**src/include/ias_pkg.sv**
```systemverilog
package ias_pkg;

    // device address on the two-wire bus, upper seven bits of the first byte
    localparam logic [6:0] IAS_SLAVE_ADDR = 7'h62;
    localparam logic [7:0] IAS_PTR_RESET = 8'h00;
    localparam logic [3:0] IAS_BYTE_BITS = 4'h8;
    localparam logic IAS_DIR_READ = 1'b1;

    // register map offsets
    localparam logic [7:0] IAS_OFS_IRQ_FLAGS_PRIMARY = 8'h00;
    localparam logic [7:0] IAS_OFS_IRQ_FLAGS_SECONDARY = 8'h01;
    localparam logic [7:0] IAS_OFS_IRQ_MASK_PRIMARY = 8'h02;
    localparam logic [7:0] IAS_OFS_IRQ_MASK_SECONDARY = 8'h03;
    localparam logic [7:0] IAS_OFS_QUEUE_WRITE_INDEX = 8'h04;
    localparam logic [7:0] IAS_OFS_QUEUE_READ_INDEX = 8'h05;
    localparam logic [7:0] IAS_OFS_OVERFLOW_TALLY = 8'h06;
    localparam logic [7:0] IAS_OFS_QUEUE_FILL_LEVEL = 8'h07;
    localparam logic [7:0] IAS_OFS_QUEUE_READ_PORT = 8'h08;
    localparam logic [7:0] IAS_OFS_QUEUE_ALMOST_FULL_LEVEL = 8'h09;
    localparam logic [7:0] IAS_OFS_QUEUE_OPTIONS = 8'h0a;
    localparam logic [7:0] IAS_OFS_SYSTEM_CONTROL = 8'h0d;
    localparam logic [7:0] IAS_OFS_SAMPLE_SYNC_CONTROL = 8'h10;
    localparam logic [7:0] IAS_OFS_OPTICAL_CONFIG_ONE = 8'h11;
    localparam logic [7:0] IAS_OFS_OPTICAL_CONFIG_TWO = 8'h12;
    localparam logic [7:0] IAS_OFS_OPTICAL_CONFIG_THREE = 8'h13;
    localparam logic [7:0] IAS_OFS_PROXIMITY_THRESHOLD = 8'h14;
    localparam logic [7:0] IAS_OFS_PHOTODIODE_BIAS = 8'h15;
    localparam logic [7:0] IAS_OFS_SPIKE_FILTER_CONFIG = 8'h16;

    typedef enum logic [6:0] {
        ST_IDLE = 7'h01,
        ST_ADDR = 7'h02,
        ST_AACK = 7'h04,
        ST_RX   = 7'h08,
        ST_RACK = 7'h10,
        ST_TX   = 7'h20,
        ST_TACK = 7'h40
    } ias_state_t;

    typedef struct packed {
        logic start;
        logic stop;
        logic scl_rise;
        logic scl_fall;
        logic sda;
    } ias_bus_ev_t;

    typedef struct packed {
        logic [7:0] addr;
        logic [7:0] data;
        logic wr;
        logic rd;
    } ias_reg_req_t;

endpackage

```
**src/hw/ias_cond_detect.sv**
```systemverilog
`timescale 1ns/1ns
`default_nettype none

module ias_cond_detect
    import ias_pkg::*;
(
    // clock and reset
    input wire logic clk,
    input wire logic reset_n,
    // bus lines
    input wire logic scl_i,
    input wire logic sda_i,
    // decoded bus events, valid one cycle
    output var ias_bus_ev_t ev
);

    logic scl_q;
    logic sda_q;
    logic scl_p;
    logic sda_p;

    // idle bus is high on both lines, so no false start leaves reset
    always_ff @(posedge clk or negedge reset_n) begin
        if (!reset_n) begin
            scl_q <= 1'b1;
            sda_q <= 1'b1;
            scl_p <= 1'b1;
            sda_p <= 1'b1;
        end else begin
            scl_q <= scl_i;
            sda_q <= sda_i;
            scl_p <= scl_q;
            sda_p <= sda_q;
        end
    end

    always_comb begin
        ev.start = scl_p & scl_q & sda_p & ~sda_q;
        ev.stop = scl_p & scl_q & ~sda_p & sda_q;
        ev.scl_rise = ~scl_p & scl_q;
        ev.scl_fall = scl_p & ~scl_q;
        ev.sda = sda_q;
    end
endmodule

`default_nettype wire

```
**src/hw/ias_slave.sv**
```systemverilog
`timescale 1ns/1ns
`default_nettype none

// Notes on behaviour
// (RL1) Ack each received write byte by holding data low through the ninth clock.
// (RL2) Master treats a missing ack as failure and retries.
// (RL3) Master acks read bytes it continues past, nacks the last, then stops.
// (RL4) Write frame: start, address with write bit, pointer byte, data bytes, stop.
// (RL5) Acknowledge own address with write bit in the ninth clock.
// (RL6) First byte after a write address loads the register pointer and is acked.
// (RL7) Later write bytes go to the pointed register, are acked, pointer advances.
// (RL8) Writes to the queue read port do not advance the pointer.
// (RL9) Acknowledge own address with read bit, then start sending data.
// (RL10) Start followed directly by a read address clears the pointer to zero.
// (RL11) Each sent bit is valid on data at the rising clock edge.
// (RL12) Pointer advances by one after every sent byte.
// (RL13) Pointer stays put on the queue read port while reading.
// (RL14) Stop accepted after any read byte; a later plain read starts at zero.
// (RL15) Write address, pointer byte, repeated start, read address reads that register.
// (RL16) Respond only when upper seven bits match the device address.
// (RL17) Stop honoured anywhere; master never puts stop in the start high period.
// (RL18) Release data during the ack slot after each sent byte.
module ias_slave
    import ias_pkg::*;
#(
    parameter logic [6:0] SLAVE_ADDR = IAS_SLAVE_ADDR,
    parameter logic [7:0] STREAM_REG = IAS_OFS_QUEUE_READ_PORT
)
(
    // clock and reset
    input wire logic clk,
    input wire logic reset_n,
    // two-wire bus, data is open drain
    input wire logic scl_i,
    input wire logic sda_i,
    output logic sda_o,
    output logic sda_oe,
    // register file access
    output logic [7:0] reg_ptr,
    output ias_reg_req_t reg_req,
    input wire logic [7:0] reg_rd_data
);

    ias_bus_ev_t ev;
    ias_state_t st_q;
    logic [3:0] cnt_q;
    logic [7:0] shift_q;
    logic [7:0] tx_q;
    logic [7:0] ptr_q;
    logic rw_q;
    logic first_q;
    logic preset_q;
    logic ack_q;
    logic sda_oe_q;
    logic sda_o_q;
    ias_reg_req_t req_q;
    logic byte_done;
    logic addr_match;
    logic load_tx;
    logic in_ack;
    logic [7:0] ptr_next;

    ias_cond_detect u_det (
        .clk(clk),
        .reset_n(reset_n),
        .scl_i(scl_i),
        .sda_i(sda_i),
        .ev(ev)
    );

    // eighth bit has been clocked in or out and its clock has ended
    assign byte_done = ev.scl_fall && (cnt_q == IAS_BYTE_BITS);
    assign addr_match = (shift_q[7:1] == SLAVE_ADDR); // RL16
    assign in_ack = (st_q == ST_AACK) || (st_q == ST_RACK);
    // next byte is fetched when the ack slot ends, so the source can pop in time
    assign load_tx = ev.scl_fall
        && (((st_q == ST_AACK) && rw_q) || ((st_q == ST_TACK) && ack_q));
    // the stream register parks the pointer so a burst drains it
    assign ptr_next = (ptr_q == STREAM_REG) ? ptr_q : 8'(ptr_q + 8'h01); // RL8 RL13

    // frame sequencing
    always_ff @(posedge clk or negedge reset_n) begin
        if (!reset_n) begin
            st_q <= ST_IDLE;
        end else if (ev.stop) begin
            st_q <= ST_IDLE; // RL17
        end else if (ev.start) begin
            st_q <= ST_ADDR;
        end else begin
            unique case (st_q)
                ST_IDLE: begin
                    st_q <= ST_IDLE;
                end
                ST_ADDR: begin
                    if (byte_done) begin
                        st_q <= addr_match ? ST_AACK : ST_IDLE; // RL16
                    end
                end
                ST_AACK: begin
                    if (ev.scl_fall) begin
                        st_q <= rw_q ? ST_TX : ST_RX; // RL9
                    end
                end
                ST_RX: begin
                    if (byte_done) begin
                        st_q <= ST_RACK;
                    end
                end
                ST_RACK: begin
                    if (ev.scl_fall) begin
                        st_q <= ST_RX;
                    end
                end
                ST_TX: begin
                    if (byte_done) begin
                        st_q <= ST_TACK;
                    end
                end
                ST_TACK: begin
                    // a nack ends sending; the device then waits for stop
                    if (ev.scl_fall) begin
                        st_q <= ack_q ? ST_TX : ST_IDLE; // RL3
                    end
                end
                default: begin
                    st_q <= ST_IDLE;
                end
            endcase
        end
    end

    // bit counter, counts rising clock edges within a byte
    always_ff @(posedge clk or negedge reset_n) begin
        if (!reset_n) begin
            cnt_q <= 4'h0;
        end else if (ev.start || ev.stop) begin
            cnt_q <= 4'h0;
        end else if (ev.scl_fall && (in_ack || (st_q == ST_TACK))) begin
            cnt_q <= 4'h0;
        end else if (ev.scl_rise
            && ((st_q == ST_ADDR) || (st_q == ST_RX) || (st_q == ST_TX))) begin
            cnt_q <= 4'(cnt_q + 4'h1);
        end
    end

    // receive shifter, msb first, sampled while the clock is high
    always_ff @(posedge clk or negedge reset_n) begin
        if (!reset_n) begin
            shift_q <= 8'h00;
        end else if (ev.scl_rise && ((st_q == ST_ADDR) || (st_q == ST_RX))) begin
            shift_q <= {shift_q[6:0], ev.sda};
        end
    end

    // direction bit and master ack capture
    always_ff @(posedge clk or negedge reset_n) begin
        if (!reset_n) begin
            rw_q <= 1'b0;
            ack_q <= 1'b0;
        end else begin
            if ((st_q == ST_ADDR) && byte_done && addr_match) begin
                rw_q <= shift_q[0];
            end
            if ((st_q == ST_TACK) && ev.scl_rise) begin
                ack_q <= !ev.sda; // RL3
            end
        end
    end

    // transmit shifter, top bit is the bit on the wire
    always_ff @(posedge clk or negedge reset_n) begin
        if (!reset_n) begin
            tx_q <= 8'h00;
        end else if (load_tx) begin
            tx_q <= reg_rd_data;
        end else if (ev.scl_fall && (st_q == ST_TX) && !byte_done) begin
            tx_q <= {tx_q[6:0], 1'b0};
        end
    end

    // data line drive; changes only after a falling clock so it is stable high
    always_ff @(posedge clk or negedge reset_n) begin
        if (!reset_n) begin
            sda_oe_q <= 1'b0;
        end else if (ev.start || ev.stop) begin
            sda_oe_q <= 1'b0; // RL17
        end else if (byte_done && (st_q == ST_ADDR)) begin
            sda_oe_q <= addr_match; // RL5 RL9 RL16
        end else if (byte_done && (st_q == ST_RX)) begin
            sda_oe_q <= 1'b1; // RL1
        end else if (byte_done && (st_q == ST_TX)) begin
            sda_oe_q <= 1'b0; // RL18
        end else if (load_tx) begin
            sda_oe_q <= !reg_rd_data[7]; // RL11
        end else if (ev.scl_fall && (st_q == ST_TX)) begin
            sda_oe_q <= !tx_q[6]; // RL11
        end else if (ev.scl_fall && (in_ack || (st_q == ST_TACK))) begin
            sda_oe_q <= 1'b0;
        end
    end

    // open drain: the driven level is always low
    always_ff @(posedge clk or negedge reset_n) begin
        if (!reset_n) begin
            sda_o_q <= 1'b0;
        end else begin
            sda_o_q <= 1'b0;
        end
    end

    // register pointer
    always_ff @(posedge clk or negedge reset_n) begin
        if (!reset_n) begin
            ptr_q <= IAS_PTR_RESET;
            first_q <= 1'b0;
        end else if ((st_q == ST_ADDR) && byte_done && addr_match) begin
            first_q <= (shift_q[0] != IAS_DIR_READ);
            if ((shift_q[0] == IAS_DIR_READ) && !preset_q) begin
                ptr_q <= IAS_PTR_RESET; // RL10 RL14
            end
        end else if ((st_q == ST_RX) && byte_done) begin
            first_q <= 1'b0;
            if (first_q) begin
                ptr_q <= shift_q; // RL6
            end else begin
                ptr_q <= ptr_next; // RL7 RL8
            end
        end else if ((st_q == ST_TX) && byte_done) begin
            ptr_q <= ptr_next; // RL12 RL13
        end
    end

    // a pointer byte survives a repeated start, never a stop
    always_ff @(posedge clk or negedge reset_n) begin
        if (!reset_n) begin
            preset_q <= 1'b0;
        end else if (ev.stop) begin
            preset_q <= 1'b0; // RL14
        end else if ((st_q == ST_ADDR) && byte_done && addr_match
            && (shift_q[0] == IAS_DIR_READ)) begin
            preset_q <= 1'b0;
        end else if ((st_q == ST_RX) && byte_done && first_q) begin
            preset_q <= 1'b1; // RL15
        end
    end

    // register file strobes, one cycle each
    always_ff @(posedge clk or negedge reset_n) begin
        if (!reset_n) begin
            req_q <= '0;
        end else begin
            req_q.wr <= 1'b0;
            req_q.rd <= 1'b0;
            if ((st_q == ST_RX) && byte_done && !first_q) begin
                req_q.addr <= ptr_q; // RL7
                req_q.data <= shift_q;
                req_q.wr <= 1'b1;
            end else if (load_tx) begin
                req_q.addr <= ptr_q;
                req_q.data <= reg_rd_data;
                req_q.rd <= 1'b1;
            end
        end
    end

    assign sda_o = sda_o_q;
    assign sda_oe = sda_oe_q;
    assign reg_ptr = ptr_q;
    assign reg_req = req_q;
endmodule

`default_nettype wire

```
**config.mk**
```make
export PLATFORM = sky130hd
export DESIGN_NAME = ias_slave
export DESIGN_NICKNAME = d
export VERILOG_FILES = /design/src/include/ias_pkg.sv /design/src/hw/ias_cond_detect.sv /design/src/hw/ias_slave.sv
export SDC_FILE = /design/constraint.sdc
export NUM_CORES = 1
export LEC_CHECK = 0
export BUFFER_PORTS_ARGS = -buffer_cell sky130_fd_sc_hd__buf_2
export CORE_UTILIZATION = 50
export CTS_BUF_LIST = sky130_fd_sc_hd__clkbuf_8
export DETAILED_ROUTE_END_ITERATION = 10
export HOLD_SLACK_MARGIN = 0.03
export PLACE_DENSITY = 0.81
export SLEW_MARGIN = 0
export SYNTH_ARGS = -nofsm -noshare
export SYNTH_HDL_FRONTEND = slang
export SYNTH_HIERARCHICAL = 1
export SYNTH_SLANG_ARGS = --single-unit
```
**constraint.sdc**
```tcl
create_clock -name clk -period 6.9 [get_ports clk]
set_input_delay 0.69 -clock clk [delete_from_list [all_inputs] [get_ports clk]]
set_output_delay 0.69 -clock clk [all_outputs]
set_load 0.02 [all_outputs]
```
==> results_dict.tcl, run 1 <==
set metrics [dict create \
    ys_warn_count 6 \
    skew_ns 0.0117 \
    root_buffer "clkbuf_8" \
    tritoncts "built" \
    synth_top_cell_area_share 0.448 \
    critical_path.startpoint "u_det/scl_p" \
    ys_async_sr_fraction 1.00 \
    crit_fanout 14 \
    die_x_um 81.1 \
    final_common_cell "dfrtp_1" \
    drt_iter0_drc 138 \
    tns_ns 0 \
    placed_cells 402 \
    grt_usage 0.233 \
    tightestPinTransition_ns 1.28 \
    synth_area_leaders "dfrtp_1 (45%), mux2_2 (5.0%), dfstp_2 (4.2%)" \
    hold_start "u_det/scl_q" \
    multi_input_area_um2 1450 \
    r2r-start "u_det/scl_p" \
    antenna_found_initial 0 \
    path_clk_slew_ns 0.07 \
    syn_nets 321 \
    end_kind "flop" \
    cts_num_sinks 61 \
    final_cell_mix "dfrtp_1 (56), buf_2 (38), nand2_1 (29), o21ai_0 (22), nor2_1 (20)" \
    worstSetupStartpointType "flop" \
    vias 2437 \
    start_util 0.522 \
    synth_compound_area_frac 0.149 \
    row_count 28 \
    fin_crit_sh 0.405 \
    ir_worst_vdd_mv 0.129 \
    synthAdderAreaFrac 0.0160 \
    crit_family "simple AND/OR/NAND/NOR gates" \
    critPathSlowestCell "nor3_1" \
    synth-edff-count 0 \
    ant_nets 0 \
    fin_crit_ns 2.79 \
    path_cells "and2b_2 > and4b_1 > nand2_1 > nor3_1 > o21ai_0" \
    cts_made_buffers 9 \
    critPathBufInv 0 \
    rsz0062_at_grt "no" \
    syn_avg_cell_area_um2 10.3 \
    grt_pass1_wl_um 11300 \
    synth_top_family_by_area "simple AND/OR/NAND/NOR gates" \
    cts_buffer_depth 2 \
    drive_gt1_frac 0.265 \
    final-setup-viol-count 0 \
    clock_latency_ns 0.35 \
    slew_headroom 0.137 \
    dieHeight_um 81.1 \
    slew_viol_final 0 \
    drc_errors 0 \
    cp.arrival_ns 2.96 \
    yosysSeqAreaShare 0.490 \
    globalplace.congestion 0.858 \
    avgViaCountPerCell 5.83 \
    totalWireLength_um 6840 \
    dp_hpwl_um 4770 \
    hold_buffers 0 \
    worstSetupPathType "reg -> reg" \
    synth_xor_area_frac 0.0168 \
    cts_setup_buffers 0 \
    nets 354 \
    cts_htree_levels 3 \
    status "complete, no violations" \
    fp.dieArea_um2 6580 \
    syn_area_um2 3130 \
    yosysTopAreaCell "dfrtp_1" \
    max_freq_mhz 358 \
    fillers 518 \
    power.density_nw_per_um2 193 \
    synth.area.mux_share 0.0824 \
    core_area_um2 5990 \
    drv_cap 0 \
    netlist_instances 305 \
    seqCellArea_um2 1530 \
    p_leak_nw 1.57 \
    ys_seq_elements 61 \
    area_delta_synth_final_pct 12.1 \
    grt_overflow_total 0 \
    layoutNonFillerInstCount 418 \
    io_pins 40 \
    synth_simple_gate_area_share 0.199 \
    dr.pass1.iters 4 \
    ys_types 57 \
    wire_per_inst_um 16.4 \
    grt_max_degree 62 \
    worstPathRequired_ns 7.07 \
    cts.repair.resized 0 \
    finalHoldViolations 0 \
    antenna_cells 0 \
    grt_pass1_vias 2384 \
    synth_ff_type "dfrtp_1" \
    hold_path_class "reg -> reg" \
    io_buffers 38 \
    cp_slowest_stage_delay_ns 1.03 \
]
[power by group]
part	internal [mW]	leakage [nW]	switching (mW)
combinational	0.00542	0.713	0.0137
sequential	0.360	0.762	0.00229
clock	0.150	0.0917	0.145
total	0.515	1.57	0.161
[cell type report]
| type | count | share of cell area |
|---|---|---|
| inverters | 10 | 0.0107 |
| clock inverters | 5 | 0.00963 |
| clock buffers | 11 | 0.0432 |
| repair buffers | 40 | 0.0585 |
| flip-flops and latches | 61 | 0.437 |
| multi-input cells | 216 | 0.414 |
| well taps | 75 | 0.0268 |
[sequential cells by signal, indices dropped and copies added, names as in the netlist]
register,flops
st_q,7
first_q,1
u_det/scl_q,1
preset_q,1
reg_req,18
ack_q,1
sda_oe,1
tx_q,7
u_det/scl_p,1
u_det/sda_q,1
u_det/sda_p,1
rw_q,1
reg_ptr,8
shift_q,8
cnt_q,4
[synthesized netlist by cell type, types with 3 or more instances]
cell,count
dfrtp_1,56
nand2_1,29
o21ai_0,22
nor2_1,20
mux2_2,14
a21oi_1,13
inv_1,10
mux2i_1,10
o21ai_1,10
nand3_1,9
nor3_1,8
clkbuf_1,7
buf_2,6
and3_1,5
dfstp_2,5
nor3b_1,5
or3_1,5
a21boi_0,4
ha_1,4
xnor2_1,4
a31oi_1,3
and4b_1,3
buf_6,3
o22ai_1,3
or3b_2,3
or4_1,3
[final timing paths]
check,cells past startpoint,slack (ns),to
worst max-delay path,5,4.11,reg_req[8]
worst min-delay path,0,0.39,u_det/scl_p
worst max register to register,5,4.11,reg_req[8]
worst min register to register,0,0.39,u_det/scl_p
max in group asynchronous,2,5.89,ack_q
min in group asynchronous,2,0.49,reg_req[15]
[per-layer routing]
layer,global-route usage,wire length [um],vias up
met5,0,0,-
met4,0.132,181,0
met3,0.0449,299,12
met2,0.367,3190,68
met1,0.301,3180,1188
li1,-,-,1169
[through the flow]
step | area, um^2 | setup slack, ns | total power, mW | hold WS [ns] | util
floorplan | 3130 | 4.61 | 0.377 | 0.363 | -
global placement | 3320 | 4.24 | 0.388 | 0.372 | 0.555
detailed placement | 3320 | 4.15 | 0.389 | 0.377 | 0.555
CTS | 3510 | 4.14 | 0.684 | 0.388 | 0.585
global route | 3510 | 3.88 | 0.698 | 0.398 | 0.585
finish | 3510 | 4.11 | 0.676 | 0.388 | 0.585
[cell families after synthesis]
| kind of cell | count (synthesis) |
|---|---|
| compound gates | 72 |
| xor+xnor | 6 |
| fa+ha+maj | 4 |
| buf+inv | 28 |
| flops | 61 |
| mux | 24 |
| other cells | 1 |
| simple gates | 109 |
(Power assumes the default switching activity.)
==> run 2: changes to the inputs <==
PLACE_DENSITY = 0.84   (was 0.81)
clock period = 2.55 ns   (was 6.9 ns; I/O delays follow)
==> run 2 against run 1 <==
Register-to-register slack got worse by 3.8 ns. First-iteration DRC count up 5.8%. Sequential share of layout area shrank 1.3 points. Cell area grew 3.2%. Clock power grew to 2.8 times the previous value. Clock-buffer cell count is 1 lower. Die area did not move. Wire length is 1.2% higher. Combinational power rose to 3.1 times the previous value. Via count is 3.4% higher.
==> results_dict.tcl, run 2 (synthesis results as in run 1) <==
set metrics [dict create \
    root_buffer "clkbuf_8" \
    power.density_nw_per_um2 519 \
    slew_viol_final 0 \
    slew_headroom 0.481 \
    fp.dieArea_um2 6580 \
    end_kind "flop" \
    antenna_found_initial 0 \
    fin_crit_sh 0.889 \
    area_delta_synth_final_pct 15.7 \
    crit_fanout 9 \
    cp.arrival_ns 2.48 \
    busiest_layer "met2" \
    cp_slowest_stage_delay_ns 0.65 \
    hold_path_class "in -> reg" \
    worstPathRequired_ns 2.77 \
    vias 2520 \
    cts.repair.resized 0 \
    nets 365 \
    finalHoldViolations 0 \
    grt_usage 0.232 \
    start_util 0.522 \
    clock_latency_ns 0.34 \
    final_cell_mix "dfrtp_1 (56), buf_2 (38), nand2_1 (29), o21ai_0 (22), nor2_1 (20)" \
    globalplace.congestion 0.903 \
    drv_cap 0 \
    final_common_cell "dfrtp_1" \
    antenna_cells 0 \
    max_freq_mhz 441 \
    ant_nets 0 \
    final-setup-viol-count 0 \
    tritoncts "built" \
    io_pins 40 \
    grt_overflow_total 0 \
    avgViaCountPerCell 5.87 \
    cts_htree_levels 3 \
    critPathSlowestCell "or4_4" \
    rsz0062_at_grt "no" \
    cts_made_buffers 9 \
    path_cells "and2b_2 > nand4b_1 > or4_4 > a21boi_4 > o21ai_1 > o21ai_1" \
    wire_per_inst_um 16.1 \
    met2_usage 0.371 \
    io_buffers 38 \
    met1_usage 0.302 \
    dr.pass1.iters 4 \
    cts_num_sinks 61 \
    cts_buffer_depth 2 \
    worstSetupPathType "reg -> reg" \
    dp_hpwl_um 4890 \
    largest_reg_flops 18 \
    grt_pass1_wl_um 11400 \
    path_clk_slew_ns 0.07 \
    ir_worst_vdd_mv 0.513 \
    layoutNonFillerInstCount 429 \
    path_common_cell "o21ai_1" \
    drive_gt1_frac 0.274 \
    die_x_um 81.1 \
    fin_crit_ns 2.27 \
    cts_setup_buffers 0 \
    drc_errors 0 \
    row_count 28 \
    skew_ns 0.00893 \
    grtUsageMet3 0.0584 \
    placed_cells 410 \
    grt_pass1_vias 2457 \
    tightestPinTransition_ns 0.776 \
    status "complete, no violations" \
    dieHeight_um 81.1 \
    core_area_um2 5990 \
    drt_iter0_drc 146 \
    worstSetupStartpointType "flop" \
    tns_ns 0 \
    p_leak_nw 1.64 \
    grt_max_degree 34 \
    totalWireLength_um 6930 \
    fillers 500 \
]
==> run 2: layout make-up <==
type / instances / area (um^2) / share of cell area
Sequential cell: 61 / 1530 / 0.424
Clock inverter: 6 / 56.3 / 0.0156
Clock buffer: 10 / 138 / 0.0380
Multi-Input combinational cell: 216 / 1450 / 0.401
Tap cell: 75 / 93.8 / 0.0259
Inverter: 10 / 37.5 / 0.0104
Timing Repair Buffer: 51 / 308 / 0.0851
==> run 2: worst max-delay path: cells and delay by family, from the launching register on <==
kind               cells  cell delay (ns)
DFF                    1             0.54
AOI/OAI and AO/OA      3             0.44
and+or+nand+nor        3             1.15
==> run 2: per-layer routing <==
| metal | part of all wire | wire length (um) | vias to the layer above |
|---|---|---|---|
| li1 | - | - | 1192 |
| met1 | 0.44 | 3050 | 1225 |
| met2 | 0.48 | 3350 | 90 |
| met3 | 0.055 | 383 | 13 |
| met4 | 0.021 | 142 | 0 |
| met5 | 0 | 0 | - |
==> run 2: worst paths after layout <==
check / from / end / slack, ns / cells past startpoint
max: u_det/scl_p / reg_ptr[6] / 0.28 / 6
min: reg_rd_data[0] / tx_q[0] / 0.12 / 3
max reg2reg: u_det/scl_p / reg_ptr[6] / 0.28 / 6
min reg2reg: u_det/scl_q / u_det/scl_p / 0.38 / 0
max in group asynchronous: reset_n / u_det/sda_q / 1.24 / 3
min in group asynchronous: reset_n / reg_req[14] / 0.53 / 2
==> run 2: what timing repair did <==
action | 4_1_cts | 5_1_grt
hold endpoints to repair | 33 | 0
endpoints found under the setup margin | 0 | 0
hold buffers | 3 | 0
==> run 2: metrics by stage <==
| step | hold slack [ns] | util | power (mW) | setup slack [ns] | cell area, um^2 |
|---|---|---|---|---|---|
| 2_1_floorplan | -0.0406 | - | 1.02 | 0.257 | 3130 |
| 3_3_place_gp | 0.360 | 0.567 | 1.05 | 0.310 | 3390 |
| 3_5_place_dp | 0.361 | 0.567 | 1.06 | 0.303 | 3390 |
| 4_1_cts | 0.114 | 0.604 | 1.90 | 0.298 | 3620 |
| 5_1_grt | 0.127 | 0.604 | 1.95 | 0.183 | 3620 |
| 6_report | 0.121 | 0.604 | 1.88 | 0.283 | 3620 |
==> run 2: report_power, final <==
part | internal [mW] | switching [mW]
sequential | 0.976 | 0.00582
combinational | 0.0202 | 0.0392
clock | 0.469 | 0.368
==> run 3: changes to the inputs <==
clock period = 1.9 ns   (was 2.55 ns; I/O delays follow)
==> run 3 against run 2 <==
The flow now finishes with violations (negative setup slack). Critical endpoint is now reg_ptr[5]. Fmax up 9.8%. Wire length increased by 30%. Non-clock buffer count increased by 69. Critical path depth fell by 1. Total power grew 40%. Combinational power is 90% higher.
==> results_dict.tcl, run 3 (synthesis results as in run 1) <==
set metrics [dict create \
    grt_pass1_wl_um 13700 \
    crit_fanout 8 \
    dp_hpwl_um 5660 \
    layoutNonFillerInstCount 499 \
    grt_overflow_total 0 \
    placed_cells 458 \
    drv_cap 0 \
    core_area_um2 5990 \
    skew_ns 0.00985 \
    wire_per_inst_um 18.1 \
    multi_input_area_um2 1630 \
    seqCellArea_um2 1530 \
    area_delta_synth_final_pct 40.4 \
    io_pins 40 \
    vias 2954 \
    grt_max_degree 25 \
    die_x_um 81.1 \
    globalplace.congestion 0.951 \
    worstSetupPathType "reg -> reg" \
    antenna_found_initial 0 \
    drc_errors 0 \
    path_clk_slew_ns 0.08 \
    start_util 0.522 \
    power.density_nw_per_um2 597 \
    cts_num_sinks 61 \
    cts_htree_levels 3 \
    p_leak_nw 2.04 \
    ant_nets 0 \
    finalHoldViolations 0 \
    end_kind "flop" \
    grt_usage 0.281 \
    largest_reg_flops 18 \
    cts_made_buffers 9 \
    row_count 28 \
    fillers 389 \
    final-setup-viol-count 32 \
    max_freq_mhz 485 \
    io_buffers 38 \
    fin_crit_ns 2.06 \
    final_cell_mix "buf_4 (66), dfrtp_1 (55), buf_2 (38), nand2_1 (24), o21ai_1 (24)" \
    ir_worst_vdd_mv 0.432 \
    slew_viol_final 0 \
    dr.pass1.iters 4 \
    fin_crit_sh 1.09 \
    holdPathStages 3 \
    cp.arrival_ns 2.28 \
    hold_path_class "in -> reg" \
    status "finished with violations" \
    antenna_cells 0 \
    tritoncts "built" \
    totalWireLength_um 9030 \
    cts_buffer_depth 2 \
    dieHeight_um 81.1 \
    final_util 0.733 \
    rsz0062_at_grt "yes" \
    avgViaCountPerCell 5.92 \
    reg2reg_depth 5 \
    worstPathRequired_ns 2.12 \
    worstSetupStartpointType "flop" \
    drt_iter0_drc 224 \
    tns_ns -2.89 \
    fp.dieArea_um2 6580 \
    dpl_worst_slack_ns -0.117 \
    final_common_cell "buf_4" \
    nets 435 \
    drive_gt1_frac 0.465 \
    clock_latency_ns 0.35 \
    setup_slack_ns -0.164 \
    root_buffer "clkbuf_8" \
    grt_pass1_vias 2844 \
    violations "negative setup slack" \
]
-- run 3: what timing repair did --
action                                  in CTS  in global routing
gates resized for setup                     11                 41
endpoints found under the hold margin       16                  0
hold buffers                                 3                  0
endpoints found under the setup margin      37                 51
buffers inserted                            11                  9
gates cloned                                 1                  2
pin swaps                                    7                 24
-- run 3: worst paths after layout --
path | end | startpoint | slack (ns)
hold / removal | tx_q[2] | reg_rd_data[2] | 0.08
setup reg to reg | reg_ptr[5] | st_q[6] | -0.16
max in group asynchronous | shift_q[1] | reset_n | 0.87
hold reg to reg | reg_req[7] | reg_req[7] | 0.48
setup / recovery | reg_ptr[5] | st_q[6] | -0.16
min in group asynchronous | st_q[2] | reset_n | 0.34
-- run 3: power by group --
part / leakage, nW / switching (mW) / internal (mW) / total [mW]
Clock: 0.101 / 0.573 / 0.623 / 1.20
Combinational: 1.18 / 0.0652 / 0.0474 / 0.113
Sequential: 0.760 / 0.00534 / 1.31 / 1.31
-- run 3: layer usage --
| layer | vias to the layer above | GRT usage | routed length, um |
|---|---|---|---|
| met5 | - | 0 | 0 |
| met4 | 0 | 0.0946 | 254 |
| met3 | 31 | 0.0674 | 477 |
| met2 | 128 | 0.467 | 4550 |
| met1 | 1464 | 0.357 | 3750 |
| li1 | 1331 | - | - |
-- run 3: metrics by stage --
stage	total power [mW]	area (um^2)	hold slack [ns]
after floorplan	1.37	3190	-0.106
after global placement	1.43	3790	0.172
after detailed placement	1.43	3790	0.174
after CTS	2.62	4170	0.0733
after global routing	2.72	4390	0.0924
final	2.62	4390	0.0802
-- run 3: layout make-up --
type                            instances  area share
Clock buffer                            9      0.0282
Tap cell                               75      0.0214
Inverter                               10     0.00855
Sequential cell                        61       0.349
Clock inverter                          7      0.0185
Timing Repair Buffer                  120       0.203
Multi-Input combinational cell        217       0.370
-- run 3: worst max-delay path: stages, from the launching register on --
cell and delay (ns):
dfrtp_1 0.41, or4_4 0.59, or4_4 0.51, a21boi_4 0.20, o21ai_1 0.15, o21ai_1 0.08
